## src/hw/ctdr_defines.svh

```systemverilog
// constants of the composite timer data register block
// assumes a byte-wide register port with 12-bit byte addresses
`ifndef CTDR_DEFINES_SVH
`define CTDR_DEFINES_SVH

`define CTDR_ADDR_HIGH_DATA 12'hF94
`define CTDR_ADDR_LOW_DATA 12'hF95
`define CTDR_ADDR_CTRL 12'hF96
`define CTDR_ADDR_STATUS 12'hF97

`define CTDR_DATA_RESET 8'h00
`define CTDR_ZERO8 8'h00
`define CTDR_MAX16 16'hFFFF
`define CTDR_MAX8 16'h00FF

`define CTDR_CTRL_RUN_BIT 0
`define CTDR_CTRL_WIDTH_BIT 1
`define CTDR_CTRL_FSEL_LSB 4
`define CTDR_STAT_FULL_BIT 0
`define CTDR_STAT_OUT_BIT 1

`define CTDR_FSEL_INTERVAL 4'h0
`define CTDR_FSEL_PWM_FIXED 4'h1
`define CTDR_FSEL_PWM_VAR 4'h2
`define CTDR_FSEL_MEAS_HIGH 4'h3
`define CTDR_FSEL_MEAS_LOW 4'h4
`define CTDR_FSEL_MEAS_CYCLE 4'h5
`define CTDR_FSEL_MEAS_HIGH_CYCLE 4'h9
`define CTDR_FSEL_CAP_RISE 4'hA
`define CTDR_FSEL_CAP_FALL 4'hB
`define CTDR_FSEL_CAP_BOTH 4'hC

`endif

```

## src/hw/ctdr_pkg.sv

```systemverilog
// types of the composite timer data register block
// assumes ctdr_defines.svh carries the numeric encodings
package ctdr_pkg;

    typedef enum logic [2:0] {
        CTDR_MODE_INTERVAL,
        CTDR_MODE_PWM_FIXED,
        CTDR_MODE_PWM_VAR,
        CTDR_MODE_MEASURE,
        CTDR_MODE_CAPTURE,
        CTDR_MODE_IDLE
    } ctdr_mode_t;

endpackage : ctdr_pkg

```

## src/hw/ctdr_data_regs.sv

```systemverilog
// composite timer channel: data registers, comparator latches and counters
// assumes a single clk domain and a plain byte register port; measIn is an async pin
// How it works
// - interval start copies data into latch and starts counting
// - interval match reloads latch, clears counter, keeps counting
// - interval and pwm reads return the live counter
// - fixed pwm: start high, low on match, reload on overflow
// - variable pwm: low register is low width, high is period; start low
// - variable pwm: low match drives high; period match reloads both latches
// - measurement done with buffer empty copies counter to data and sets buffer full
// - combined mode moves high pulse despite full, withholds cycle result
// - writes in measurement and capture overwrite the stored result
// - capture copies counter to data on the selected edge
// - buffered high read also snaps low value into read buffer
// - buffered high write fills write buffer; low write commits both
// - width select joins both timers into one 16-bit timer, except in variable pwm, whose start clears it
`include "ctdr_defines.svh"
`timescale 1ns/1ps
`default_nettype none

module ctdr_data_regs (
    // clock and reset
    input wire logic clk,
    input wire logic nrst,
    // register port
    input wire logic [11:0] addr,
    input wire logic [7:0] wdata,
    input wire logic wrStrobe,
    input wire logic rdStrobe,
    output logic [7:0] rdata,
    // timer pins and status
    input wire logic measIn,
    output logic timerOut,
    output logic bufferFull
);

    logic rstMeta;
    logic rstN;
    logic measSync1;
    logic measLvl;
    logic measPrev;
    logic runBit;
    logic runPrev;
    logic widthSel;
    logic [3:0] funcSel;
    logic [7:0] dataLo;
    logic [7:0] dataHi;
    logic [7:0] writeBuf;
    logic [7:0] readBuf;
    logic [7:0] latchLo;
    logic [7:0] latchHi;
    logic [15:0] cnt;
    logic armed;

    ctdr_pkg::ctdr_mode_t mode;
    logic buffered;
    logic start;
    logic [15:0] cmpVal;
    logic [15:0] maxVal;
    logic rise, fall;
    logic selHi, selLo, wrHi, wrLo, rdHi, rdLo, wrCtrl;
    logic measStart, measDone, hpDone, capEdge;
    logic takeResult, setFull, clrFull, lowWriteOk;
    logic [7:0] srcHi, srcLo;

    function automatic ctdr_pkg::ctdr_mode_t modeOf(input logic [3:0] f);
        case (f)
            `CTDR_FSEL_INTERVAL: return ctdr_pkg::CTDR_MODE_INTERVAL;
            `CTDR_FSEL_PWM_FIXED: return ctdr_pkg::CTDR_MODE_PWM_FIXED;
            `CTDR_FSEL_PWM_VAR: return ctdr_pkg::CTDR_MODE_PWM_VAR;
            `CTDR_FSEL_MEAS_HIGH, `CTDR_FSEL_MEAS_LOW, `CTDR_FSEL_MEAS_CYCLE,
            `CTDR_FSEL_MEAS_HIGH_CYCLE: return ctdr_pkg::CTDR_MODE_MEASURE;
            `CTDR_FSEL_CAP_RISE, `CTDR_FSEL_CAP_FALL,
            `CTDR_FSEL_CAP_BOTH: return ctdr_pkg::CTDR_MODE_CAPTURE;
            default: return ctdr_pkg::CTDR_MODE_IDLE;
        endcase
    endfunction : modeOf

    // one 16-bit value, or the low byte alone in 8-bit operation
    function automatic logic [15:0] widen(input logic wide, input logic [7:0] hi, input logic [7:0] lo);
        return wide ? {hi, lo} : {`CTDR_ZERO8, lo};
    endfunction : widen

    function automatic logic [15:0] incMasked(input logic [15:0] v, input logic [15:0] m);
        return (v + 16'h0001) & m;
    endfunction : incMasked

    // reset release and pin synchronisers
    always_ff @(posedge clk or negedge nrst) begin
        if (!nrst) begin
            rstMeta <= 1'b0;
            rstN <= 1'b0;
        end else begin
            rstMeta <= 1'b1;
            rstN <= rstMeta;
        end
    end

    always_ff @(posedge clk or negedge rstN) begin
        if (!rstN) begin
            measSync1 <= 1'b0;
            measLvl <= 1'b0;
            measPrev <= 1'b0;
            runPrev <= 1'b0;
        end else begin
            measSync1 <= measIn;
            measLvl <= measSync1;
            measPrev <= measLvl;
            runPrev <= runBit;
        end
    end

    // decode
    always_comb begin
        mode = modeOf(funcSel);
        buffered = widthSel | (mode == ctdr_pkg::CTDR_MODE_PWM_VAR);
        start = runBit & ~runPrev;
        cmpVal = widen(widthSel, latchHi, latchLo);
        maxVal = widthSel ? `CTDR_MAX16 : `CTDR_MAX8;
        rise = measLvl & ~measPrev;
        fall = ~measLvl & measPrev;
        selHi = (addr == `CTDR_ADDR_HIGH_DATA);
        selLo = (addr == `CTDR_ADDR_LOW_DATA);
        wrHi = wrStrobe & selHi;
        wrLo = wrStrobe & selLo;
        rdHi = rdStrobe & selHi;
        rdLo = rdStrobe & selLo;
        wrCtrl = wrStrobe & (addr == `CTDR_ADDR_CTRL);
        measStart = 1'b0;
        measDone = 1'b0;
        hpDone = 1'b0;
        capEdge = 1'b0;
        case (funcSel)
            `CTDR_FSEL_MEAS_HIGH: begin
                measStart = rise;
                measDone = fall & armed;
            end
            `CTDR_FSEL_MEAS_LOW: begin
                measStart = fall;
                measDone = rise & armed;
            end
            `CTDR_FSEL_MEAS_CYCLE: begin
                measStart = rise;
                measDone = rise & armed;
            end
            `CTDR_FSEL_MEAS_HIGH_CYCLE: begin
                measStart = rise;
                measDone = rise & armed;
                hpDone = fall & armed;
            end
            `CTDR_FSEL_CAP_RISE: capEdge = rise;
            `CTDR_FSEL_CAP_FALL: capEdge = fall;
            `CTDR_FSEL_CAP_BOTH: capEdge = rise | fall;
            default: capEdge = 1'b0;
        endcase
        // high pulse passes even when full, cycle result waits
        setFull = runBit & ~start & ((measDone & ~bufferFull) | hpDone);
        takeResult = setFull | (runBit & ~start & capEdge);
        // low read ends the buffered pair read
        clrFull = rdLo & (mode == ctdr_pkg::CTDR_MODE_MEASURE);
        // zero compare is dropped in interval mode
        lowWriteOk = ~((mode == ctdr_pkg::CTDR_MODE_INTERVAL) &
                       (buffered ? ({writeBuf, wdata} == 16'h0000) : (wdata == `CTDR_ZERO8)));
        // interval and pwm modes show the live counter
        if (mode == ctdr_pkg::CTDR_MODE_INTERVAL || mode == ctdr_pkg::CTDR_MODE_PWM_FIXED ||
            mode == ctdr_pkg::CTDR_MODE_PWM_VAR) begin
            srcHi = cnt[15:8];
            srcLo = cnt[7:0];
        end else begin
            srcHi = dataHi;
            srcLo = dataLo;
        end
    end

    // control register
    always_ff @(posedge clk or negedge rstN) begin
        if (!rstN) begin
            runBit <= 1'b0;
            widthSel <= 1'b0;
            funcSel <= `CTDR_FSEL_INTERVAL;
        end else begin
            if (wrCtrl) begin
                runBit <= wdata[`CTDR_CTRL_RUN_BIT];
            end
            // mode fields are frozen while the timer runs, except that a variable pwm start clears width select
            if (wrCtrl && !runBit) begin
                widthSel <= wdata[`CTDR_CTRL_WIDTH_BIT];
                funcSel <= wdata[`CTDR_CTRL_FSEL_LSB +: 4];
            end else if (start && mode == ctdr_pkg::CTDR_MODE_PWM_VAR) begin
                widthSel <= 1'b0;
            end
        end
    end

    // data registers and write buffer
    always_ff @(posedge clk or negedge rstN) begin
        if (!rstN) begin
            dataLo <= `CTDR_DATA_RESET;
            dataHi <= `CTDR_DATA_RESET;
            writeBuf <= `CTDR_DATA_RESET;
        end else begin
            if (wrHi && buffered) begin
                writeBuf <= wdata;
            end
            // a fresh result wins over a software write in the same cycle
            if (takeResult) begin
                dataLo <= cnt[7:0];
                if (widthSel) begin
                    dataHi <= cnt[15:8];
                end
            end else if (wrLo && lowWriteOk) begin
                dataLo <= wdata;
                if (buffered) begin
                    dataHi <= writeBuf;
                end
            end else if (wrHi && !buffered && lowWriteOk) begin
                dataHi <= wdata;
            end
        end
    end

    // buffer-full flag, set wins over clear
    always_ff @(posedge clk or negedge rstN) begin
        if (!rstN) begin
            bufferFull <= 1'b0;
        end else if (setFull) begin
            bufferFull <= 1'b1;
        end else if (clrFull) begin
            bufferFull <= 1'b0;
        end
    end

    // timer core: counters, latches, output
    always_ff @(posedge clk or negedge rstN) begin
        if (!rstN) begin
            cnt <= 16'h0000;
            latchLo <= `CTDR_DATA_RESET;
            latchHi <= `CTDR_DATA_RESET;
            timerOut <= 1'b0;
            armed <= 1'b0;
        end else if (start) begin
            latchLo <= dataLo;
            latchHi <= dataHi;
            cnt <= 16'h0000;
            armed <= 1'b0;
            timerOut <= (mode == ctdr_pkg::CTDR_MODE_PWM_FIXED);
        end else if (runBit) begin
            unique case (mode)
                ctdr_pkg::CTDR_MODE_INTERVAL: begin
                    if (cnt == cmpVal) begin
                        latchLo <= dataLo;
                        latchHi <= dataHi;
                        cnt <= 16'h0000;
                        timerOut <= ~timerOut;
                    end else begin
                        cnt <= incMasked(cnt, maxVal);
                    end
                end
                ctdr_pkg::CTDR_MODE_PWM_FIXED: begin
                    if (cnt == maxVal) begin
                        latchLo <= dataLo;
                        latchHi <= dataHi;
                        cnt <= 16'h0000;
                        timerOut <= 1'b1;
                    end else begin
                        if (cnt == cmpVal) begin
                            timerOut <= 1'b0;
                        end
                        cnt <= incMasked(cnt, maxVal);
                    end
                end
                ctdr_pkg::CTDR_MODE_PWM_VAR: begin
                    // low byte counts the low width, high byte the period
                    if (cnt[15:8] == latchHi) begin
                        latchLo <= dataLo;
                        latchHi <= dataHi;
                        cnt <= 16'h0000;
                        timerOut <= 1'b0;
                    end else begin
                        cnt[15:8] <= cnt[15:8] + 8'h01;
                        if (cnt[7:0] == latchLo) begin
                            timerOut <= 1'b1;
                        end else begin
                            cnt[7:0] <= cnt[7:0] + 8'h01;
                        end
                    end
                end
                ctdr_pkg::CTDR_MODE_MEASURE: begin
                    if (measStart) begin
                        cnt <= 16'h0000;
                        armed <= 1'b1;
                    end else begin
                        cnt <= incMasked(cnt, maxVal);
                    end
                end
                ctdr_pkg::CTDR_MODE_CAPTURE: cnt <= incMasked(cnt, maxVal);
                ctdr_pkg::CTDR_MODE_IDLE: cnt <= cnt;
            endcase
        end
    end

    // register reads, data valid the cycle after the strobe only
    always_ff @(posedge clk or negedge rstN) begin
        if (!rstN) begin
            rdata <= `CTDR_ZERO8;
            readBuf <= `CTDR_DATA_RESET;
        end else begin
            rdata <= `CTDR_ZERO8;
            if (rdHi) begin
                rdata <= srcHi;
                if (buffered) begin
                    readBuf <= srcLo;
                end
            end else if (rdLo) begin
                rdata <= buffered ? readBuf : srcLo;
            end else if (rdStrobe && addr == `CTDR_ADDR_CTRL) begin
                rdata <= {funcSel, 2'b00, widthSel, runBit};
            end else if (rdStrobe && addr == `CTDR_ADDR_STATUS) begin
                rdata <= {6'b000000, timerOut, bufferFull};
            end
        end
    end

endmodule : ctdr_data_regs

`default_nettype wire

```

## config.mk

```make
export PLATFORM = sky130hd
export DESIGN_NAME = ctdr_data_regs
export DESIGN_NICKNAME = d
export VERILOG_FILES = /design/src/hw/ctdr_pkg.sv /design/src/hw/ctdr_data_regs.sv
export VERILOG_INCLUDE_DIRS = /design/src /design/src/hw
export SDC_FILE = /design/constraint.sdc
export NUM_CORES = 1
export LEC_CHECK = 0
export BUFFER_PORTS_ARGS = -buffer_cell sky130_fd_sc_hd__buf_4
export CORE_ASPECT_RATIO = 0.5
export CORE_MARGIN = 5
export CORE_UTILIZATION = 55
export CTS_BUF_LIST = sky130_fd_sc_hd__clkbuf_8
export DETAILED_ROUTE_END_ITERATION = 10
export PLACE_DENSITY_LB_ADDON = 0.2
export SKIP_LAST_GASP = 1
export SLEW_MARGIN = 20
export SYNTH_ARGS = -nofsm -noshare
export SYNTH_HDL_FRONTEND = slang
export SYNTH_SLANG_ARGS = --single-unit
```

## constraint.sdc

```tcl
create_clock -name clk -period 2.8 [get_ports clk]
set_clock_uncertainty 0.15 [all_clocks]
set_input_delay 0.7 -clock clk [delete_from_list [all_inputs] [get_ports clk]]
set_output_delay 0.7 -clock clk [all_outputs]
set_load 0.02 [all_outputs]
```

# Yosys cells after proc, flatten, opt, wreduce, memory -nomap -nowiden
# Memory sizes are Yosys's and may differ from the RTL's.
# Cells that the tools add are included.
op_classes:
  addsub: 3
  n_eq_ne: 29
  n_mux: 57
  bitwise: 28
  n_reduce_logical: 32
ops:
  columns: ["cell", "n"]
  rows:
  - ["$mux 8", 24]
  - ["$mux 16", 8]
  - ["$pmux 16 s5", 1]
  - ["$eq 12x12->1 const B", 4]
  - ["$pmux 8 s3", 2]
  - ["$eq 16x16->1", 2]
  - ["$mux 1", 17]
  - ["$add 16x1->16 const B", 1]
  - ["$add 8x1->8 const B", 2]
  - ["$and 1x1->1", 16]
  - ["$and 16x16->16", 1]
  - ["$eq 4x4->1 const B", 4]
  - ["$eq 8x8->1", 2]
  - ["$logic_not 16->1", 1]
  - ["$reduce_bool 2->1", 6]
  - ["$reduce_and 5->1", 2]
  - ["$ne 3x2->1 const B", 3]
  - ["$reduce_and 3->1", 3]
  - ["$eq 4x3->1 const B", 2]
  - ["$logic_and 1x1->1", 8]
  - ["$logic_not 8->1", 1]
  - ["$ne 4x2->1 const B", 2]
  - ["$not 1->1", 7]
  - ["$eq 3x2->1 const B", 2]
  - ["other kinds (17)", 28]
word_totals:
  register_bits: 87
  romBits: 48
  output_inout_bits: 10
  elab_cells: 171
  mem_count: 1
memory_table:
  columns: ["memory", "words", "width", "rd", "rd_ports_with_merged_regs", "write_ports", "line", "text"]
  rows:
  - ["(no name shown)", 16, 3, 1, 0, 0, "ctdr_data_regs.sv:67", "case (f)"]

# Longest topological paths before layout
# Gate-level depths: netlist of the first run.
depth:
  ltp_word: 10
  depth_mapped: 11

# Worst setup path after synthesis of the first run
# No wires, ideal clock.
synth_path:
  path_kind: "input-to-reg"
  start: "in addr[3]"
  end: "reg dataHi[0]"
  setup_ps: 142
  t_arrival_ps: 2479
  required_time_ps: 2508
  path_slack_ps: 29
  cell_stages: 8
  n_path_buf: 1
  path_cell_list: "nor4bb_1 > or4b_1 > nor2_2 > nand3b_1 > buf_2 > o22ai_1 > o2bb2ai_1 > a2bb2oi_1"
synth_via:
  elab_chain_cells: 6
  elab_cells_between_ends: 12
  cone_classes: "eq/ne: 3; mux: 2; bitwise: 2; reduce/logical: 5"
synth_lines:
  columns: ["element", "line", "text"]
  rows:
  - ["start, declared", "ctdr_data_regs.sv:26", "input wire logic [11:0] addr,"]
  - ["$eq 12x12->1 (no source line)", null, null]
  - ["$and 1x1->1", "ctdr_data_regs.sv:124", "wrHi = wrStrobe & selHi;"]
  - ["$logic_and 1x1->1 (2 in series)", "ctdr_data_regs.sv:216", "end else if (wrHi && !buffered && lowWriteOk) begin"]
  - ["$reduce_bool 3->1 (no source line)", null, null]
  - ["$reduce_and 3->1 (no source line)", null, null]
  - ["end signal, assigned", "ctdr_data_regs.sv:209", "dataHi <= cnt[15:8];"]
  - ["end signal, assigned", "ctdr_data_regs.sv:214", "dataHi <= writeBuf;"]
  - ["end signal, assigned", "ctdr_data_regs.sv:217", "dataHi <= wdata;"]
  - ["end, declared", "ctdr_data_regs.sv:47", "logic [7:0] dataHi;"]
# Parallel ways exist; a longest one is shown, timed or not.
# A chain may end at the register's enable or synchronous reset.

# Worst setup path in the final report of the first run
layout_path:
  start: "reg funcSel[0]"
  end: "reg cnt[0]"
layout_via:
  elab_chain_cells: 7
  elab_cells_between_ends: 20
  cone_classes: "eq/ne: 11; mux: 5; reduce/logical: 3; memory: 1"
layout_lines:
  columns: ["element", "line", "text"]
  rows:
  - ["start, declared", "ctdr_data_regs.sv:45", "logic [3:0] funcSel;"]
  - ["start signal, assigned", "ctdr_data_regs.sv:180", "funcSel <= `CTDR_FSEL_INTERVAL;"]
  - ["start signal, assigned", "ctdr_data_regs.sv:188", "funcSel <= wdata[`CTDR_CTRL_FSEL_LSB +: 4];"]
  - ["parallel branches: the longest is 7 deep, another holds $mem_v2 16x3", null, null]
  - ["end signal, assigned", "ctdr_data_regs.sv:256", "cnt <= incMasked(cnt, maxVal);"]
  - ["end signal, assigned", "ctdr_data_regs.sv:293", "cnt <= incMasked(cnt, maxVal);"]
  - ["end signal, assigned", "ctdr_data_regs.sv:296", "ctdr_pkg::CTDR_MODE_CAPTURE: cnt <= incMasked(cnt, maxVal);"]
  - ["end, declared", "ctdr_data_regs.sv:52", "logic [15:0] cnt;"]
# Parallel ways; which one is timed is not known. The select of a mux whose other input is x is not followed.

==> results of run 1 <==
## how the worst min path moves through the flow
| stage | depth (start not counted) | slack (ns) | start | end |
|---|---|---|---|---|
| 2_1_floorplan | 0 | 0.18 | measSync1 | measLvl |
| 3_3_place_gp | 0 | 0.18 | measSync1 | measLvl |
| 3_5_place_dp | 0 | 0.19 | measSync1 | measLvl |
| 4_1_cts | 0 | 0.21 | measSync1 | measLvl |
| 5_1_grt | 0 | 0.22 | measSync1 | measLvl |
| 6_report | 0 | 0.20 | rstN | latchLo[6] |
## routing by layer
layer,share of wire [%],GRT usage [%]
met1,48,36.29
met5,0,0
met3,7.5,5.302
met4,1.2,5.019
met2,44,35.14
## power by group through the flow
stage	logic, mW	registers, mW	clock network, mW
after detailed placement	1.03	1.55	0
after global routing	1.13	1.55	1.09
after CTS	1.03	1.52	1.04
after global placement	1.01	1.54	0
after floorplan	0.770	1.48	0
final	1.04	1.52	1.02
## metrics by stage
stage	hold WS [ns]	utilization, %	instances	total power [mW]	setup TNS (ns)
floorplan	0.1812	-	527	2.250	0
global placement	0.1825	62.15	690	2.555	0
detailed placement	0.1865	62.15	690	2.574	-0.2421
CTS	0.2070	64.72	707	3.592	0
global route	0.2214	65.11	711	3.768	0
finish	0.2032	65.11	711	3.580	0
## kinds of logic after synthesis
group           count (synthesis)
mux                            51
fa+ha+maj                       5
other cells                     1
simple gates                  162
flops                          87
xor+xnor                       20
compound gates                153
buf+inv                        48
## what timing repair did
action / in CTS / in global routing
resized for setup: 0 / 1
endpoints found under the hold margin: 2 / 0
hold buffers: 1 / 0
setup endpoints to repair: 0 / 12
setup buffers: 0 / 4
## cell type report
type,instances,area share [%]
Tap cell,121,2.494
Multi-Input combinational cell,392,46.05
Timing Repair Buffer,84,11.05
Inverter,11,0.6803
Sequential cell,87,35.93
Clock inverter,6,1.525
Clock buffer,10,2.268
## worst register-to-register path, cell delays in order (launching register included)
cell and delay (ns):
dfrtp_1 0.55, or2_1 0.35, o22ai_1 0.25, o21ai_1 0.18, a41oi_2 0.31, buf_4 0.19
o31a_1 0.37, nand2_1 0.09, o21ai_0 0.16
## cell usage in the layout, fill, tap and decap left out, types with 12 or more instances in the layout
| cell | count |
|---|---|
| o21ai_0 | 21 |
| nand2_1 | 39 |
| nor2_1 | 39 |
| o22ai_1 | 12 |
| xnor2_1 | 17 |
| a21oi_1 | 30 |
| mux2i_1 | 20 |
| mux2_2 | 19 |
| dfrtp_1 | 86 |
| buf_4 | 80 |
## registers in the layout, indices dropped and copies added (netlist names)
name / cells
runPrev: 1
latchHi: 8
rstMeta: 1
measPrev: 1
measLvl: 1
dataLo: 8
widthSel: 1
dataHi: 8
measSync1: 1
rstN: 1
rdata: 8
bufferFull: 1
writeBuf: 8
timerOut: 1
armed: 1
funcSel: 4
runBit: 1
latchLo: 8
cnt: 16
readBuf: 8
## synth_stat cells, types with 3 or more instances
cell / n
a21o_1: 4
a32o_1: 3
o22ai_1: 12
nor3_1: 7
nand3_1: 11
nand4_1: 8
o31ai_1: 3
or3_1: 5
o21ai_1: 3
a2bb2oi_1: 11
mux2i_1: 20
a31oi_1: 8
xnor2_1: 17
xor2_1: 3
mux2_2: 19
o211ai_1: 6
nor3b_1: 3
a22o_1: 10
nand2_1: 39
nor2_1: 39
a211o_1: 5
and3_1: 7
clkbuf_1: 23
mux2_4: 10
or2_2: 3
ha_1: 5
o21ai_0: 21
nor4_1: 3
nand2b_1: 10
a211oi_1: 6
or4_1: 3
inv_1: 11
and2_1: 4
buf_2: 10
dfrtp_1: 87
o2bb2ai_1: 9
a21oi_1: 30
nor2b_1: 8
==> flow_metrics.py, run 1 <==
metrics = {
    "drt": {
        "routed_wl_um": 13430,
        "first_pass_iters": 5,
        "drc": 0,
        "vias_per_cell": 6.177,
        "drtIter0Drc": 352,
        "wl_per_cell_um": 18.89,
        "ant_nets": 0,
        "vias": 4392,
    },
    "worst_setup_path": {
        "startpoint_type": "flop",
        "cp_num_buf_inv": 1,
        "worst_path_largest_cell_delay_ns": 0.55,
        "cp_num_cells": 8,
        "crit_family": "compound AO/OA/AOI/OAI gates",
        "critPathCapture": "cnt[0]",
        "crit_slowest_cell": "dfrtp_1",
        "critPathLaunch": "funcSel[0]",
        "r2r_slack_ns": 0.12,
        "worstPathCellList": "or2_1 > o22ai_1 > o21ai_1 > a41oi_2 > buf_4 > o31a_1 > nand2_1 > o21ai_0",
        "setup.worst_path.class": "flop to flop",
        "critical_path.max_fanout": 12,
        "cp.required_ns": 2.94,
        "critPathCaptureType": "flop",
        "r2r-start": "funcSel[0]",
        "r2r.worst_path.cells": 8,
        "arrival_ns": 2.82,
        "timing.rr.end": "cnt[0]",
    },
    "place": {
        "hpwl_um": 10130,
        "io_buffers": 34,
        "gp_congestion": 0.8848,
        "dp_slack_ns": -0.06995,
        "place_area_um2": 5793,
    },
    "yosys": {
        "ys_warn_count": 0,
        "netlist_area_um2": 5194,
        "synthAdderAreaFrac_pct": 1.205,
        "synth_compound_gate_area_share_pct": 21.06,
        "synth_ff_type": "dfrtp_1",
        "synth-seq-cells": 87,
        "synthCells": 527,
        "synth.avg_cell_area_um2": 9.855,
        "synth.area.mux_share_pct": 11.73,
        "yosys.area_share.xor_xnor_pct": 3.373,
        "synth_edf_count": 0,
        "synth_sequential_area_ratio_pct": 41.92,
        "yosys.area_share.simple_pct": 16.26,
        "synth_nets": 557,
        "ys_types": 72,
        "postSynth.asyncResetShare_pct": 100.0,
        "yosysTopAreaCell": "dfrtp_1",
        "yosys.area.top_type_share_pct": 41.92,
        "synth_top_family_by_area": "compound AO/OA/AOI/OAI gates",
        "ys_top_cells_by_area": "dfrtp_1 (42%), mux2_2 (4.1%), mux2i_1 (3.9%)",
    },
    "power": {
        "p_switching_mw": 1.179,
        "swShare_pct": 32.94,
        "worst_ir_drop_vdd_mv": 0.3801,
        "p_per_area_nw_per_um2": 589.8,
        "pwr-share-seq_pct": 42.5,
        "p_comb_share_pct": 29.1,
        "leakage_nw": 2.701,
        "p_clk_share_pct": 28.5,
        "intPower_mw": 2.401,
    },
    "sta": {
        "setup-violations-final": 0,
        "slew_headroom_pct": 58.39,
        "period_share_pct": 95.75,
        "fin_crit_ns": 2.681,
        "final.setup.worst_slack_ns": 0.1191,
        "finalHoldViolations": 0,
        "rsz0062_at_grt": "no",
        "worst_slew_pin_slew_ns": 0.6242,
        "drv_slew": 0,
        "clock.fmax_mhz": 373.0,
    },
    "grt": {
        "grt_overflow": 0,
        "grt_max_degree": 48,
        "track_usage_pct": 23.90,
        "grt_pass1_wl_um": 21610,
        "antenna_found_initial": 0,
        "grt_pass1_vias": 3983,
    },
    "clock_network": {
        "cts.sinks": 87,
        "clkLatencyLatePin_ns": 0.38,
        "cts_max_path_buffers": 2,
        "clk_pin_slew_ns": 0.09,
        "root_buffer": "clkbuf_8",
        "cts.htree.levels": 3,
        "cts_tree": "done",
        "numCtsBuffers": 9,
    },
    "worst_hold_path": {
        "hold_class": "flop to asynchronous set/reset pin",
    },
    "cells_and_area": {
        "final-seq-area_um2": 2181,
        "drive_gt1_share_pct": 25.25,
        "multi_input_area_um2": 2795,
        "stdcell_area_um2": 6070,
        "fin_nets": 615,
        "n_antenna_cell": 0,
        "area_growth_pct": 16.86,
        "fillers": 773,
    },
    "floorplanning": {
        "rows": 25,
        "fp.dieW_um": 147.4,
        "die_h_um": 78.72,
        "die_area_um2": 11600,
        "initial_core_util_pct": 55.72,
        "coreArea_um2": 9321,
        "ios": 35,
    },
    "run_status": {
        "outcome": "complete, no violations",
    },
    "run": {
        "max-cap-violations": 0,
    },
}
(Power assumes the default switching activity.)
==> inputs of run 2 (changes only) <==
Settings changed: BUFFER_PORTS_ARGS -buffer_cell sky130_fd_sc_hd__buf_4 to default, DONT_BUFFER_PORTS from default to 1.
==> flow_metrics.py, run 2 (synthesis gave the netlist of run 1 again) <==
metrics = {
    "sta": {
        "drv_slew": 0,
        "setup_tns_ns": 0,
        "finalHoldViolations": 0,
        "setup-violations-final": 0,
        "clock.fmax_mhz": 375.9,
        "final.setup.worst_slack_ns": 0.1400,
        "period_share_pct": 95.00,
        "slew_headroom_pct": 49.64,
        "fin_crit_ns": 2.660,
        "worst_slew_pin_slew_ns": 0.7518,
    },
    "cells_and_area": {
        "multi_input_area_um2": 2810,
        "area_growth_pct": 11.39,
        "n_antenna_cell": 0,
        "stdcell_area_um2": 5786,
        "final_cell_mix": "dfrtp_1 (86), buf_4 (43), nand2_1 (39), nor2_1 (38), a21oi_1 (30)",
        "regMostFlops": "cnt",
        "drive_gt1_share_pct": 20.76,
        "final-seq-area_um2": 2181,
        "fin_util_pct": 62.07,
        "final_common_cell": "dfrtp_1",
        "fin_nets": 579,
        "fillers": 792,
        "largest_reg_flops": 16,
    },
    "grt": {
        "antenna_found_initial": 0,
        "grt_pass1_wl_um": 21070,
        "grtUsageMet1_pct": 34.65,
        "grt_pass1_vias": 3866,
        "grt_util_met3_pct": 5.758,
        "track_usage_pct": 23.27,
        "met2_usage_pct": 34.72,
        "grt_overflow": 0,
        "grt_most_used_layer": "met2",
        "grt_max_degree": 46,
    },
    "place": {
        "gp_congestion": 0.8991,
        "hpwl_um": 9771,
        "dp_slack_ns": -0.001363,
        "place_area_um2": 5550,
        "io_buffers": 0,
    },
    "worst_setup_path": {
        "setup.worst_path.class": "flop to flop",
        "critPathCaptureType": "flop",
        "startpoint_type": "flop",
        "cp.required_ns": 2.91,
        "critical_path.max_fanout": 9,
        "arrival_ns": 2.77,
    },
    "floorplanning": {
        "die_area_um2": 11600,
        "die_h_um": 78.72,
        "initial_core_util_pct": 55.72,
        "ios": 35,
        "coreArea_um2": 9321,
        "fp.dieW_um": 147.4,
        "rows": 25,
    },
    "clock_network": {
        "numCtsBuffers": 9,
        "root_buffer": "clkbuf_8",
        "clkLatencyLatePin_ns": 0.37,
        "clk_pin_slew_ns": 0.09,
        "cts.htree.levels": 3,
        "cts_max_path_buffers": 2,
        "cts.sinks": 87,
        "cts_tree": "done",
    },
    "run": {
        "max-cap-violations": 0,
    },
    "worst_hold_path": {
        "hold_class": "flop to asynchronous set/reset pin",
    },
    "drt": {
        "drc": 0,
        "routed_wl_um": 13170,
        "ant_nets": 0,
        "vias_per_cell": 6.244,
        "first_pass_iters": 5,
        "wl_per_cell_um": 19.52,
        "drtIter0Drc": 348,
        "vias": 4215,
    },
    "power": {
        "worst_ir_drop_vdd_mv": 0.2978,
        "p_per_area_nw_per_um2": 585.5,
        "p_total_mw": 3.388,
        "leakage_nw": 2.531,
    },
    "run_status": {
        "outcome": "complete, no violations",
    },
}
-- run 2: cell count changes in the layout (fill, tap and decap cells not counted), moves of 2 or more --
cell / before / now
inv_1: 11 / 13
clkinv_2: 0 / 2
buf_4: 80 / 43
clkinvlp_4: 2 / 0
-- run 2: repair_timing --
item / in CTS / in global routing
buffers inserted: 0 / 2
endpoints found under the setup margin: 0 / 16
resized for setup: 0 / 6
endpoints found under the hold margin: 2 / 0
hold buffers: 1 / 0
-- run 2: area by class of cell --
cell class	count	share of cell area, %
sequential	87	37.69
clock inverter	7	1.125
inverter	11	0.7137
clock buffer	9	2.141
multi-input combinational	392	48.57
tap	121	2.617
timing repair buffer	48	7.137
-- run 2: worst max-delay path: stages, from the launching register on --
cell and delay, ns:
dfrtp_1 0.39, buf_4 0.18, xnor2_1 0.16, nand4_1 0.20
o21ai_0 0.35, buf_4 0.18, a41oi_2 0.23, o211ai_1 0.22
buf_4 0.19, a21oi_1 0.04, a211o_1 0.26
-- run 2: report_power, final --
part	switching, mW	total (mW)	internal [mW]	leakage [nW]
logic	0.530	1.01	0.478	1.36
registers	0.142	1.52	1.37	1.07
clock network	0.455	0.863	0.408	0.106
-- run 2: per-layer routing --
| metal | share of wire [%] | routed length, um |
|---|---|---|
| met5 | 0 | 0 |
| met4 | 1.2 | 161 |
| met3 | 7.7 | 1019 |
| met2 | 44 | 5779 |
| met1 | 47 | 6213 |
-- run 2: stage by stage --
stage                     hold slack [ns]  instances
after floorplan                    0.1812        527
after global placement             0.1820        656
after detailed placement           0.1858        656
after CTS                          0.1924        673
after global routing               0.1776        675
final                              0.1793        675
-- run 2: final timing paths --
| path | startpoint | to | slack [ns] | depth (start not counted) |
|---|---|---|---|---|
| max in group asynchronous | rstN | widthSel | 1.69 | 1 |
| worst min-delay path | rstN | dataLo[1] | 0.18 | 0 |
| worst max-delay path | cnt[13] | cnt[15] | 0.14 | 10 |
| worst min register to register | rstN | dataLo[1] | 0.18 | 0 |
| worst max register to register | cnt[13] | cnt[15] | 0.14 | 10 |
| min in group clk | measIn | measSync1 | 0.20 | 0 |
==> inputs of run 3 (changes only) <==
Settings changed: CORE_UTILIZATION 55 to 35.
==> flow_metrics.py, run 3 (synthesis gave the netlist of run 1 again) <==
metrics = {
    "run_status": {
        "outcome": "complete, no violations",
    },
    "cells_and_area": {
        "largest_reg_flops": 16,
        "final_common_cell": "dfrtp_1",
        "area_growth_pct": 14.33,
        "regMostFlops": "cnt",
        "fillers": 1432,
        "n_antenna_cell": 0,
        "stdcell_area_um2": 5938,
        "final_cell_mix": "dfrtp_1 (85), buf_4 (48), nand2_1 (39), nor2_1 (38), a21oi_1 (30)",
        "drive_gt1_share_pct": 21.43,
        "fin_nets": 585,
    },
    "grt": {
        "grt_overflow": 0,
        "track_usage_pct": 16.36,
        "antenna_found_initial": 0,
        "grt_pass1_vias": 3880,
        "grt_pass1_wl_um": 22340,
        "grt_max_degree": 47,
    },
    "place": {
        "place_area_um2": 5704,
        "gp_congestion": 0.8665,
        "hpwl_um": 10710,
        "io_buffers": 0,
    },
    "floorplanning": {
        "coreArea_um2": 14510,
        "initial_core_util_pct": 35.80,
        "die_area_um2": 17520,
        "fp.dieW_um": 182.3,
        "die_h_um": 96.14,
        "rows": 31,
        "ios": 35,
    },
    "sta": {
        "drv_slew": 0,
        "period_share_pct": 94.81,
        "setup_tns_ns": 0,
        "rsz0062_at_grt": "no",
        "clock.fmax_mhz": 376.7,
        "setup-violations-final": 0,
        "fin_crit_ns": 2.655,
        "slew_headroom_pct": 62.30,
        "worst_slew_pin_slew_ns": 0.5655,
        "finalHoldViolations": 0,
    },
    "power": {
        "p_switching_mw": 1.138,
        "intPower_mw": 2.299,
        "swShare_pct": 33.11,
        "pwr-share-seq_pct": 44.2,
        "leakage_nw": 2.560,
        "p_per_area_nw_per_um2": 578.9,
        "worst_ir_drop_vdd_mv": 0.1862,
        "p_comb_share_pct": 29.6,
        "p_clk_share_pct": 26.2,
    },
    "clock_network": {
        "cts_max_path_buffers": 2,
        "root_buffer": "clkbuf_8",
        "clkLatencyLatePin_ns": 0.36,
        "cts.htree.levels": 3,
        "cts.sinks": 87,
        "numCtsBuffers": 9,
        "cts_tree": "done",
        "clk_pin_slew_ns": 0.09,
    },
    "drt": {
        "drc": 0,
        "ant_nets": 0,
        "vias_per_cell": 5.580,
        "first_pass_iters": 5,
        "drtIter0Drc": 359,
        "routed_wl_um": 14250,
        "vias": 4230,
        "wl_per_cell_um": 18.79,
    },
    "worst_hold_path": {
        "hold_class": "flop to asynchronous set/reset pin",
    },
    "run": {
        "max-cap-violations": 0,
    },
    "worst_setup_path": {
        "startpoint_type": "flop",
        "timing.rr.end": "latchHi[0]",
        "r2r-start": "cnt[10]",
        "arrival_ns": 2.76,
        "r2r.worst_path.cells": 8,
        "setup.worst_path.class": "flop to flop",
        "critPathCaptureType": "flop",
        "cp.required_ns": 2.91,
        "r2r_slack_ns": 0.15,
        "critical_path.max_fanout": 16,
    },
}
==> run 3: repair_timing <==
item | in CTS | in global routing
buffers inserted | 0 | 2
endpoints found under the setup margin | 0 | 10
hold buffers | 1 | 0
hold endpoints to repair | 2 | 0
resized for setup | 0 | 3
==> run 3: area by class of cell <==
cell class,instances,area (um2),share of cell area (%)
clock buffers,10,137.6,2.318
clock inverters,6,61.31,1.032
inverters,11,41.29,0.6953
multi-input cells,392,2798,47.11
flip-flops and latches,87,2182,36.75
well taps,198,247.7,4.172
repair buffers,54,470.5,7.922
==> run 3: worst max-delay path by stage <==
stage	startpoint	end	slack, ns	depth (start not counted)
after floorplan	addr[3]	dataHi[0]	0.03	8
after global placement	addr[3]	funcSel[3]	0.11	6
after detailed placement	addr[3]	dataHi[5]	0.09	8
after CTS	cnt[10]	latchHi[7]	0.14	8
after global routing	funcSel[1]	cnt[10]	0.01	10
final	cnt[10]	latchHi[0]	0.15	8
==> run 3: per-layer routing <==
layer | GRT usage (%) | wire [um] | vias up
met5 | 0 | 0 | -
met4 | 3.371 | 91 | 0
met3 | 3.171 | 775 | 10
met2 | 25.65 | 6329 | 121
met1 | 23.66 | 7050 | 2090
li1 | - | - | 2009
==> run 3: stage by stage <==
stage	total power, mW	utilization, %	hold slack, ns	setup WS [ns]	std cells
6_report	3.438	40.94	0.1750	0.1454	758
5_1_grt	3.643	40.94	0.1785	0.01219	758
4_1_cts	3.478	40.76	0.1994	0.1430	756
3_5_place_dp	2.564	39.32	0.1910	0.08514	739
3_3_place_gp	2.551	39.32	0.1833	0.1145	739
2_1_floorplan	2.250	-	0.1812	0.02935	527
==> run 3: worst max-delay path: stages, from the launching register on <==
cell and delay [ns]:
dfrtp_1 0.39, or4_4 0.54, nor3_2 0.24, o21ai_1 0.13, and2_4 0.18, o31ai_2 0.16, and3_1 0.23, buf_12 0.18
mux2_2 0.35
==> run 3: power groups by stage <==
stage          Sequential (mW)  Combinational [mW]  Clock (mW)
2_1_floorplan             1.48               0.770           0
3_3_place_gp              1.54                1.01           0
3_5_place_dp              1.55                1.02           0
4_1_cts                   1.52                1.02       0.932
5_1_grt                   1.54                1.12       0.984
6_report                  1.52                1.02       0.901
